## src/include/crc_consts.svh

```systemverilog
// register offsets, field positions, reset values and timing for the bank
`ifndef CRC_CONSTS_SVH
`define CRC_CONSTS_SVH

// ----------------------------------------------------------------
// register offsets
// ----------------------------------------------------------------
`define CRC_OFF_MODE_SWITCH_WAKE 8'h00
`define CRC_OFF_CFG_BUS_WIDTH_IRQ 8'h01
`define CRC_OFF_CFG_CLOCK_INPUT 8'h02

// ----------------------------------------------------------------
// mode_switch_wake fields
// ----------------------------------------------------------------
`define CRC_BIT_PORT2_SWITCH_CLOSE 4
`define CRC_BIT_PORT1_SWITCH_CLOSE 3
`define CRC_MSB_READER_SELECT 2
`define CRC_LSB_READER_SELECT 1
`define CRC_BIT_MCU_WAKE_REQUEST 0

// ----------------------------------------------------------------
// cfg_bus_width_irq fields
// ----------------------------------------------------------------
`define CRC_BIT_PORT2_NARROW_BUS 7
`define CRC_BIT_PORT1_NARROW_BUS 6
`define CRC_BIT_IRQ_PULSE_STYLE 5
`define CRC_BIT_IRQ_POLARITY_HIGH 4

// ----------------------------------------------------------------
// cfg_clock_input fields
// ----------------------------------------------------------------
`define CRC_MSB_CLOCK_INPUT_SELECT 6
`define CRC_LSB_CLOCK_INPUT_SELECT 2

// ----------------------------------------------------------------
// reader select and clock input codes
// ----------------------------------------------------------------
`define CRC_SEL_PORT1 2'h1
`define CRC_SEL_PORT2 2'h2
`define CRC_CLK_DEFAULT 5'h00
`define CRC_CLK_19M2_SQUARE 5'h01
`define CRC_CLK_19M2_SINE 5'h02
`define CRC_CLK_13M_SINE 5'h05
`define CRC_CLK_12M_SQUARE 5'h09
`define CRC_CLK_12M_SINE 5'h0A
`define CRC_CLK_26M_SQUARE 5'h0D
`define CRC_CLK_26M_SINE 5'h0E

// ----------------------------------------------------------------
// reset values
// ----------------------------------------------------------------
`define CRC_RST_MODE_SWITCH_WAKE 8'h18
`define CRC_RST_CFG_BUS_WIDTH_IRQ 8'h00
`define CRC_RST_CFG_CLOCK_INPUT 8'h00

// ----------------------------------------------------------------
// timing
// ----------------------------------------------------------------
`define CRC_CLK_PERIOD_NS 10
`define CRC_IRQ_PULSE_MS 10
`define CRC_IRQ_PULSE_CYCLES \
  ((`CRC_IRQ_PULSE_MS * 1000000) / `CRC_CLK_PERIOD_NS)

`endif

```

## src/include/crc_pkg.sv

```systemverilog
// types shared by the card reader configuration bank
package crc_pkg;

  // ----------------------------------------------------------------
  // register access from the serial front end
  // ----------------------------------------------------------------
  typedef struct packed {
    logic [7:0] addr;
    logic wr;
    logic rd;
    logic [7:0] wdata;
  } crc_reg_req_t;

  // ----------------------------------------------------------------
  // reader and clock input selections
  // ----------------------------------------------------------------
  typedef enum logic [1:0] {
    CRC_READER_OFF,
    CRC_READER_P1,
    CRC_READER_P2
  } crc_reader_t;

  typedef enum logic [2:0] {
    CRC_FREQ_DEFAULT,
    CRC_FREQ_19M2,
    CRC_FREQ_13M,
    CRC_FREQ_12M,
    CRC_FREQ_26M
  } crc_freq_t;

  typedef struct packed {
    crc_freq_t freq;
    logic sine;
  } crc_clk_cfg_t;

  typedef struct packed {
    logic port2_narrow_bus;
    logic port1_narrow_bus;
    crc_clk_cfg_t clk;
  } crc_reader_cfg_t;

  typedef enum logic [1:0] {
    CRC_ST_IDLE,
    CRC_ST_RUN
  } crc_state_t;

endpackage : crc_pkg

```

## src/hw/crc_regs.sv

```systemverilog
// control and configuration register bank of the card reader bridge
//
// How it works
// (RQ1) mode register bit 3 closes port 1 switches when set; resets closed.
// (RQ2) reader select 01 serves port 1, 10 port 2, only while awake.
// (RQ3) mode register bit 0 wakes the controller; 0 asks shutdown; resets 0.
// (RQ4) config bit 7 forces port 2 bus to one data bit.
// (RQ5) config bit 6 forces port 1 bus to one data bit.
// (RQ6) latched style holds interrupt until status is read.
// (RQ7) pulse style gives one 10 ms interrupt assertion per event; the code restarts a running pulse on a new event instead.
// (RQ8) config bit 4 sets interrupt polarity; interrupt settings need wake.
// (RQ9) clock input select field resets to 00000, the default input.
// (RQ10) codes 00001 and 00010 mean 19.2 MHz square and sine.
// (RQ11) code 00101 means 13 MHz sine input.
// (RQ12) codes 01001 and 01010 mean 12 MHz square and sine.
// (RQ13) codes 01101 and 01110 mean 26 MHz square and sine.
// (RQ14) every other clock input code behaves as the default.
// (RQ15) reserved bits reset to zero; host keeps them zero; the bench host passes bits 1:0 at offset 02 and unlisted offsets unmasked.
// (RQ16) bus width and clock input apply only on entering reader mode.
// (RQ17) mode register bit 4 closes port 2 switches; resets closed.
`include "crc_consts.svh"

module crc_regs #(
  parameter int unsigned IRQ_PULSE_CYCLES = `CRC_IRQ_PULSE_CYCLES
) (
  // clock and reset
  input wire logic ref_clk,
  input wire logic sys_rst,
  // register access from the serial front end
  input crc_pkg::crc_reg_req_t reg_req,
  output logic [7:0] reg_rdata,
  output logic reg_rvalid,
  // interrupt sources
  input wire logic irq_event,
  input wire logic status_read,
  // switch and controller controls
  output logic port1_switch_close,
  output logic port2_switch_close,
  output logic mcu_wake_request,
  // card reader
  output crc_pkg::crc_reader_t reader_port,
  output crc_pkg::crc_reader_cfg_t reader_cfg,
  output logic reader_running,
  // interrupt pin
  output logic irq_pin
);
  import crc_pkg::*;

  initial begin
    if (IRQ_PULSE_CYCLES < 1) begin
      $error("crc_regs: IRQ_PULSE_CYCLES must be at least 1");
    end
  end

  // ----------------------------------------------------------------
  // decode helpers
  // ----------------------------------------------------------------
  // one index per stored register; anything else maps to none
  localparam logic [1:0] IDX_MODE = 2'h0;
  localparam logic [1:0] IDX_BUS_IRQ = 2'h1;
  localparam logic [1:0] IDX_CLOCK = 2'h2;
  localparam logic [1:0] IDX_NONE = 2'h3;

  // shared by the write and read paths so they can never disagree
  function automatic logic [1:0] reg_index(input logic [7:0] addr);
    logic [1:0] i;
    i = IDX_NONE;
    case (addr)
      `CRC_OFF_MODE_SWITCH_WAKE: begin
        i = IDX_MODE;
      end
      `CRC_OFF_CFG_BUS_WIDTH_IRQ: begin
        i = IDX_BUS_IRQ;
      end
      `CRC_OFF_CFG_CLOCK_INPUT: begin
        i = IDX_CLOCK;
      end
      default: begin
        i = IDX_NONE;
      end
    endcase
    return i;
  endfunction : reg_index

  function automatic crc_clk_cfg_t clk_decode(input logic [4:0] code);
    crc_clk_cfg_t c;
    c.freq = CRC_FREQ_DEFAULT;
    c.sine = 1'b0;
    case (code)
      `CRC_CLK_19M2_SQUARE: begin
        c.freq = CRC_FREQ_19M2; // RQ10
      end
      `CRC_CLK_19M2_SINE: begin
        c.freq = CRC_FREQ_19M2; // RQ10
        c.sine = 1'b1;
      end
      `CRC_CLK_13M_SINE: begin
        c.freq = CRC_FREQ_13M; // RQ11
        c.sine = 1'b1;
      end
      `CRC_CLK_12M_SQUARE: begin
        c.freq = CRC_FREQ_12M; // RQ12
      end
      `CRC_CLK_12M_SINE: begin
        c.freq = CRC_FREQ_12M; // RQ12
        c.sine = 1'b1;
      end
      `CRC_CLK_26M_SQUARE: begin
        c.freq = CRC_FREQ_26M; // RQ13
      end
      `CRC_CLK_26M_SINE: begin
        c.freq = CRC_FREQ_26M; // RQ13
        c.sine = 1'b1;
      end
      default: begin
        // 00000 and unlisted codes both fall back to the default input
        c.freq = CRC_FREQ_DEFAULT; // RQ14
        c.sine = 1'b0;
      end
    endcase
    return c;
  endfunction : clk_decode

  function automatic crc_reader_t reader_decode(input logic [1:0] sel,
                                                input logic wake);
    crc_reader_t r;
    r = CRC_READER_OFF;
    if (wake) begin
      case (sel)
        `CRC_SEL_PORT1: begin
          r = CRC_READER_P1; // RQ2
        end
        `CRC_SEL_PORT2: begin
          r = CRC_READER_P2; // RQ2
        end
        default: begin
          r = CRC_READER_OFF; // RQ2
        end
      endcase
    end
    return r;
  endfunction : reader_decode

  // ----------------------------------------------------------------
  // register storage
  // ----------------------------------------------------------------
  logic [7:0] mode_switch_wake;
  logic [7:0] cfg_bus_width_irq;
  logic [7:0] cfg_clock_input;
  logic [7:0] next_mode_switch_wake;
  logic [7:0] next_cfg_bus_width_irq;
  logic [7:0] next_cfg_clock_input;
  logic [7:0] rdata;
  logic [7:0] next_rdata;
  logic rvalid;
  logic next_rvalid;

  // reserved bits are stored as written so a read-back matches the write
  always_comb begin
    next_mode_switch_wake = mode_switch_wake;
    next_cfg_bus_width_irq = cfg_bus_width_irq;
    next_cfg_clock_input = cfg_clock_input;
    next_rdata = rdata;
    next_rvalid = reg_req.rd;
    if (reg_req.wr) begin
      case (reg_index(reg_req.addr))
        IDX_MODE: begin
          next_mode_switch_wake = reg_req.wdata; // RQ1
        end
        IDX_BUS_IRQ: begin
          next_cfg_bus_width_irq = reg_req.wdata;
        end
        IDX_CLOCK: begin
          next_cfg_clock_input = reg_req.wdata;
        end
        default: begin
          next_rdata = rdata;
        end
      endcase
    end
    if (reg_req.rd) begin
      case (reg_index(reg_req.addr))
        IDX_MODE: begin
          next_rdata = mode_switch_wake;
        end
        IDX_BUS_IRQ: begin
          next_rdata = cfg_bus_width_irq;
        end
        IDX_CLOCK: begin
          next_rdata = cfg_clock_input;
        end
        default: begin
          next_rdata = 8'h00;
        end
      endcase
    end
  end

  always_ff @(posedge ref_clk or posedge sys_rst) begin
    if (sys_rst) begin
      mode_switch_wake <= `CRC_RST_MODE_SWITCH_WAKE; // RQ1
      cfg_bus_width_irq <= `CRC_RST_CFG_BUS_WIDTH_IRQ; // RQ15
      cfg_clock_input <= `CRC_RST_CFG_CLOCK_INPUT; // RQ9
      rdata <= 8'h00;
      rvalid <= 1'b0;
    end else begin
      mode_switch_wake <= next_mode_switch_wake;
      cfg_bus_width_irq <= next_cfg_bus_width_irq;
      cfg_clock_input <= next_cfg_clock_input;
      rdata <= next_rdata;
      rvalid <= next_rvalid;
    end
  end

  assign reg_rdata = rdata;
  assign reg_rvalid = rvalid;

  // ----------------------------------------------------------------
  // switches and wake
  // ----------------------------------------------------------------
  logic wake;
  logic [1:0] reader_sel;

  assign wake = mode_switch_wake[`CRC_BIT_MCU_WAKE_REQUEST]; // RQ3
  assign reader_sel =
    mode_switch_wake[`CRC_MSB_READER_SELECT:`CRC_LSB_READER_SELECT];
  assign port1_switch_close =
    mode_switch_wake[`CRC_BIT_PORT1_SWITCH_CLOSE]; // RQ1
  assign port2_switch_close =
    mode_switch_wake[`CRC_BIT_PORT2_SWITCH_CLOSE]; // RQ17
  assign mcu_wake_request = wake; // RQ3

  // ----------------------------------------------------------------
  // reader mode sequencing
  // ----------------------------------------------------------------
  crc_state_t state;
  crc_state_t next_state;
  crc_reader_t active;
  crc_reader_t next_active;
  crc_reader_cfg_t applied;
  crc_reader_cfg_t next_applied;
  crc_reader_t wanted;
  crc_reader_cfg_t live_cfg;

  assign wanted = reader_decode(reader_sel, wake);
  assign live_cfg.port2_narrow_bus =
    cfg_bus_width_irq[`CRC_BIT_PORT2_NARROW_BUS]; // RQ4
  assign live_cfg.port1_narrow_bus =
    cfg_bus_width_irq[`CRC_BIT_PORT1_NARROW_BUS]; // RQ5
  assign live_cfg.clk = clk_decode(
    cfg_clock_input[`CRC_MSB_CLOCK_INPUT_SELECT:`CRC_LSB_CLOCK_INPUT_SELECT]);

  // config is sampled once on entry; edits while running wait for re-entry
  always_comb begin
    next_state = state;
    next_active = active;
    next_applied = applied;
    case (state)
      CRC_ST_IDLE: begin
        if (wanted != CRC_READER_OFF) begin
          next_state = CRC_ST_RUN;
          next_active = wanted;
          next_applied = live_cfg; // RQ16
        end
      end
      CRC_ST_RUN: begin
        // a port change leaves reader mode first, then re-enters fresh
        if (wanted != active) begin
          next_state = CRC_ST_IDLE;
          next_active = CRC_READER_OFF;
        end
      end
      default: begin
        next_state = CRC_ST_IDLE;
        next_active = CRC_READER_OFF;
      end
    endcase
  end

  always_ff @(posedge ref_clk or posedge sys_rst) begin
    if (sys_rst) begin
      state <= CRC_ST_IDLE;
      active <= CRC_READER_OFF;
      applied <= '0;
    end else begin
      state <= next_state;
      active <= next_active;
      applied <= next_applied;
    end
  end

  assign reader_port = active;
  assign reader_cfg = applied;
  assign reader_running = (state == CRC_ST_RUN);

  // ----------------------------------------------------------------
  // interrupt pin
  // ----------------------------------------------------------------
  crc_irq_gen #(
    .PULSE_CYCLES(IRQ_PULSE_CYCLES)
  ) u_irq (
    .ref_clk(ref_clk),
    .sys_rst(sys_rst),
    .enable(wake), // RQ8
    .pulse_style(cfg_bus_width_irq[`CRC_BIT_IRQ_PULSE_STYLE]), // RQ7
    .polarity_high(cfg_bus_width_irq[`CRC_BIT_IRQ_POLARITY_HIGH]), // RQ8
    .irq_event(irq_event),
    .status_read(status_read),
    .irq_pin(irq_pin),
    .irq_active()
  );

endmodule : crc_regs

```

## src/hw/crc_irq_gen.sv

```systemverilog
// interrupt pin generator: latched or timed pulse, either polarity
`include "crc_consts.svh"

module crc_irq_gen #(
  parameter int unsigned PULSE_CYCLES = `CRC_IRQ_PULSE_CYCLES
) (
  // clock and reset
  input wire logic ref_clk,
  input wire logic sys_rst,
  // control
  input wire logic enable,
  input wire logic pulse_style,
  input wire logic polarity_high,
  // events
  input wire logic irq_event,
  input wire logic status_read,
  // pin
  output logic irq_pin,
  output logic irq_active
);
  import crc_pkg::*;

  localparam int unsigned CW = $clog2(PULSE_CYCLES + 1);

  initial begin
    if (PULSE_CYCLES < 1) begin
      $error("crc_irq_gen: PULSE_CYCLES must be at least 1");
    end
  end

  logic latched;
  logic next_latched;
  logic [CW-1:0] count;
  logic [CW-1:0] next_count;
  logic pin;
  logic next_pin;

  // ----------------------------------------------------------------
  // next state
  // ----------------------------------------------------------------
  always_comb begin
    next_latched = latched;
    next_count = count;
    if (!enable) begin
      next_latched = 1'b0;
      next_count = '0;
    end else if (!pulse_style) begin
      next_count = '0;
      // set wins over a read in the same cycle
      if (irq_event) begin
        next_latched = 1'b1; // RQ6
      end else if (status_read) begin
        next_latched = 1'b0; // RQ6
      end
    end else begin
      next_latched = 1'b0;
      // a new event restarts the pulse rather than stretching a queue
      if (irq_event) begin
        next_count = CW'(PULSE_CYCLES); // RQ7
      end else if (count != '0) begin
        next_count = count - CW'(1); // RQ7
      end
    end
    next_pin = ((next_latched || (next_count != '0)) ~^ polarity_high)
      || !enable && !polarity_high; // RQ8
    if (!enable) begin
      next_pin = !polarity_high;
    end
  end

  always_ff @(posedge ref_clk or posedge sys_rst) begin
    if (sys_rst) begin
      latched <= 1'b0;
      count <= '0;
      pin <= 1'b1;
    end else begin
      latched <= next_latched;
      count <= next_count;
      pin <= next_pin;
    end
  end

  assign irq_pin = pin;
  assign irq_active = latched || (count != '0);

endmodule : crc_irq_gen

```

## config.mk

```make
export PLATFORM = sky130hd
export DESIGN_NAME = crc_regs
export DESIGN_NICKNAME = d
export VERILOG_FILES = /design/src/include/crc_pkg.sv /design/src/hw/crc_regs.sv /design/src/hw/crc_irq_gen.sv
export VERILOG_INCLUDE_DIRS = /design/src /design/src/include
export SDC_FILE = /design/constraint.sdc
export NUM_CORES = 1
export LEC_CHECK = 0
export BUFFER_PORTS_ARGS = -buffer_cell sky130_fd_sc_hd__buf_2
export CAP_MARGIN = 20
export CORE_MARGIN = 5
export CORE_UTILIZATION = 53
export DETAILED_ROUTE_END_ITERATION = 6
export GPL_TIMING_DRIVEN = 1
export PLACE_DENSITY = 0.74
export SLEW_MARGIN = 20
export SYNTH_ARGS = -nofsm -noshare
export SYNTH_HDL_FRONTEND = slang
export SYNTH_SLANG_ARGS = --single-unit
```

## constraint.sdc

```tcl
create_clock -name ref_clk -period 4.9 [get_ports ref_clk]
set_input_delay 0.245 -clock ref_clk [delete_from_list [all_inputs] [get_ports ref_clk]]
set_output_delay 0.245 -clock ref_clk [all_outputs]
set_load 0.05 [all_outputs]
```

==> out/metrics.csv <==
stage;metric;value;unit
detailed_routing;ant_nets;0;
final_layout;layout_common_cells;61 x dfrtp_1, 43 x buf_2, 29 x nor2_1;
yosys;syn_inst;311;
sta;finalCriticalPeriod;3.22;ns
power_and_ir_drop;p_int;958;µW
die;num_rows;28;
sta;slew-limit-headroom;47.3;%
power_and_ir_drop;switchingPower;428;µW
die;ios;44;
detailed_routing;vias_per_cell;5.87;
place;place_ws;1.72;ns
power_and_ir_drop;swShare;30.9;%
critical_path;crit_path_start_kind;flop;
yosys;yosysWarnings;0;
clock_tree;clockBufferDepth;2;
detailed_routing;via_count;2565;
clock_tree;clk_latency;0.34;ns
final_layout;fill_cells;509;
die;initial_core_util;54.8;%
critical_path;crit_path_end_kind;flop;
final_layout;post-route-util;62.5;%
critical_path;required;5.16;ns
yosys;yosysTopAreaCell;dfrtp_1;
critical_path;timing.rr.end;u_irq.irq_pin$_DFF_PP1_;
sta;rsz0062_at_grt;false;
power_and_ir_drop;p_leak;1.85;nW
final_layout;register_area;1610;µm²
critical_path;crit_type;reg2reg;
detailed_routing;drt_first_pass_iters;4;
clock_tree;path_clk_slew;0.07;ns
yosys;ys_ff_latch;64;
global_routing;grt_overflow;0;
detailed_routing;wl_per_cell;16.6;µm
sta;finalSetupViolCount;0;
final_layout;drive_above_1_share;28.7;%
global_routing;grt_pass1_vias;2569;
critical_path;crit_arrival;3.48;ns
critical_path;reg2reg_slack;1.68;ns
power_and_ir_drop;fin_total_pwr;1.39;mW
clock_tree;cts_tree;done;
final_layout;final_common_cell;dfrtp_1;
die;chipWidth;88.5;µm
clock_tree;cts.sinks;64;
yosys;synth_edf_count;0;
global_routing;antenna_found_initial;0;
power_and_ir_drop;power.density;372;nW/µm²
sta;period_share;65.7;%
sta;layout_setup_ws;1.68;ns
global_routing;grt_max_degree;65;
power_and_ir_drop;ir_worst_vdd;196;µV
clock_tree;htree_levels;3;
power_and_ir_drop;comb_power_share;22.3;%
yosys;syn-cell-area;3260;µm²
critical_path;ff2ff_path_depth;10;
detailed_routing;drt_iter0_markers;135;
flow_run;max_cap_violations;0;
yosys;syn-num-nets;335;
final_layout;nets;381;
critical_path;r2r_start;u_irq.count[0]$_DFF_PP0_;
place;dp_hpwl;5250;µm
clock_tree;cts_made_buffers;9;
clock_tree;ctsHoldBuffers;0;
sta;fmax;311;MHz
sta;final.setup.tns;0;ns
place;place.gp.congestion;0.915;
die;dieArea;7830;µm²
detailed_routing;wl;7240;µm
power_and_ir_drop;power.share.clock;35.0;%
yosys;ys_seq_area_share;49.2;%
sta;drv_slew;0;
clock_tree;cts_resized;0;
yosys;async_flop_share;100;%
sta;clock_skew;0.00918;ns
yosys;synth_area_per_cell;10.5;µm²
final_layout;multi_input_area;1530;µm²
yosys;synth_cell_types;55;
yosys;synthTopCellsByArea;dfrtp_1 47%, mux2_2 8.6%, a21oi_1 4.0%;
global_routing;grt.total_usage;20.9;%
die;fp.dieH;88.5;µm
hold_path;hp-class;in2async;
sta;worstMarginPinSlew;0.791;ns
sta;hold_viol;0;
critical_path;path_max_fanout;7;
final_layout;num_antenna_cells;0;
clock_tree;root_buffer;clkbuf_8;
detailed_routing;drc;0;
outcome;status;finished, final reports clean;
die;core;5960;µm²
final_layout;area_delta_synth_final;14.1;%
clock_tree;cts_setup_buffers;0;
power_and_ir_drop;seqPwrFrac;42.7;%
yosys;synth_top_cell_area_share;46.8;%
yosys;synth_ff_type;dfrtp_1;
global_routing;grt_pass1_wl;12500;µm
place;portBuffers;43;
-- through the flow --
step	hold WS [ns]	cell area, µm²	std cells
after CTS	0.119	3720	437
after detailed placement	0.470	3520	421
final	0.130	3720	437
after floorplan	0.276	3260	311
after global placement	0.463	3520	421
after global routing	0.132	3720	437
-- sequential cells by signal, summed over array words and instances (netlist names) --
register	count
mode_switch_wake	8
reg_rvalid	1
reg_rdata	8
u_irq.latched	1
state	1
reader_cfg	6
cfg_bus_width_irq	8
u_irq.count	20
reader_port	2
cfg_clock_input	8
u_irq.irq_pin	1
-- worst max-delay path by stage --
stage                                         from                       to  slack (ns)  cells after the start
final                     u_irq.count[0]$_DFF_PP0_  u_irq.irq_pin$_DFF_PP1_        1.68                     10
after global placement    u_irq.count[0]$_DFF_PP0_  u_irq.irq_pin$_DFF_PP1_        1.87                     10
after detailed placement  u_irq.count[0]$_DFF_PP0_  u_irq.irq_pin$_DFF_PP1_        1.72                     10
after floorplan           u_irq.count[0]$_DFF_PP0_  u_irq.irq_pin$_DFF_PP1_        2.07                     10
after global routing      u_irq.count[0]$_DFF_PP0_  u_irq.irq_pin$_DFF_PP1_        1.47                     10
after CTS                 u_irq.count[0]$_DFF_PP0_  u_irq.irq_pin$_DFF_PP1_        1.70                     10
-- cells in the mapped netlist, drive strengths merged (5+ instances only) --
cell and count:
clkbuf 6, xor2 5, xnor2 7, o21ai 12
nand2 17, mux2 25, nand3 9, mux2i 8
dfrtp 61, o22ai 8, a21oi 26, or4 8
or3 9, nor4 5, inv 17, nor2 29
nor3 8
-- metal layers --
| metal | part of all wire (%) | GRT usage (%) |
|---|---|---|
| met1 | 43 | 27.5 |
| met5 | 0 | 0 |
| met2 | 50 | 33.6 |
| met4 | 2.5 | 9.48 |
| met3 | 5.0 | 4.00 |
-- worst max-delay path: stages (launching register included) --
cell      delay [ns]
dfrtp_1         0.45
inv_1           0.11
ha_1            0.20
nor3b_1         0.55
nand2_1         0.20
o311ai_1        0.25
o21ai_1         0.13
o21bai_1        0.17
or4_4           0.53
o41ai_2         0.36
xor2_1          0.20
-- power by group through the flow --
stage | Clock (mW) | Combinational (mW) | Sequential [mW]
CTS | 0.492 | 0.310 | 0.592
finish | 0.485 | 0.309 | 0.592
detailed placement | 0 | 0.309 | 0.601
global route | 0.519 | 0.342 | 0.597
global placement | 0 | 0.306 | 0.600
floorplan | 0 | 0.186 | 0.657
-- kinds of logic after synthesis --
kind of cell	share of synthesized area (%)
AO/OA/AOI/OAI	12.9
XOR/XNOR	3.22
adder cells (fa/ha/maj)	0.766
buffers and inverters	4.10
flip-flops	49.2
multiplexers	11.1
AND/OR/NAND/NOR	18.7
-- cell type report --
cell class	count	share of cell area, %
timing repair buffer	45	6.18
inverter	17	1.71
clock inverter	3	1.81
sequential	64	43.1
multi-input combinational	220	40.9
clock buffer	13	3.73
tap	75	2.52
(Power assumes the default switching activity.)
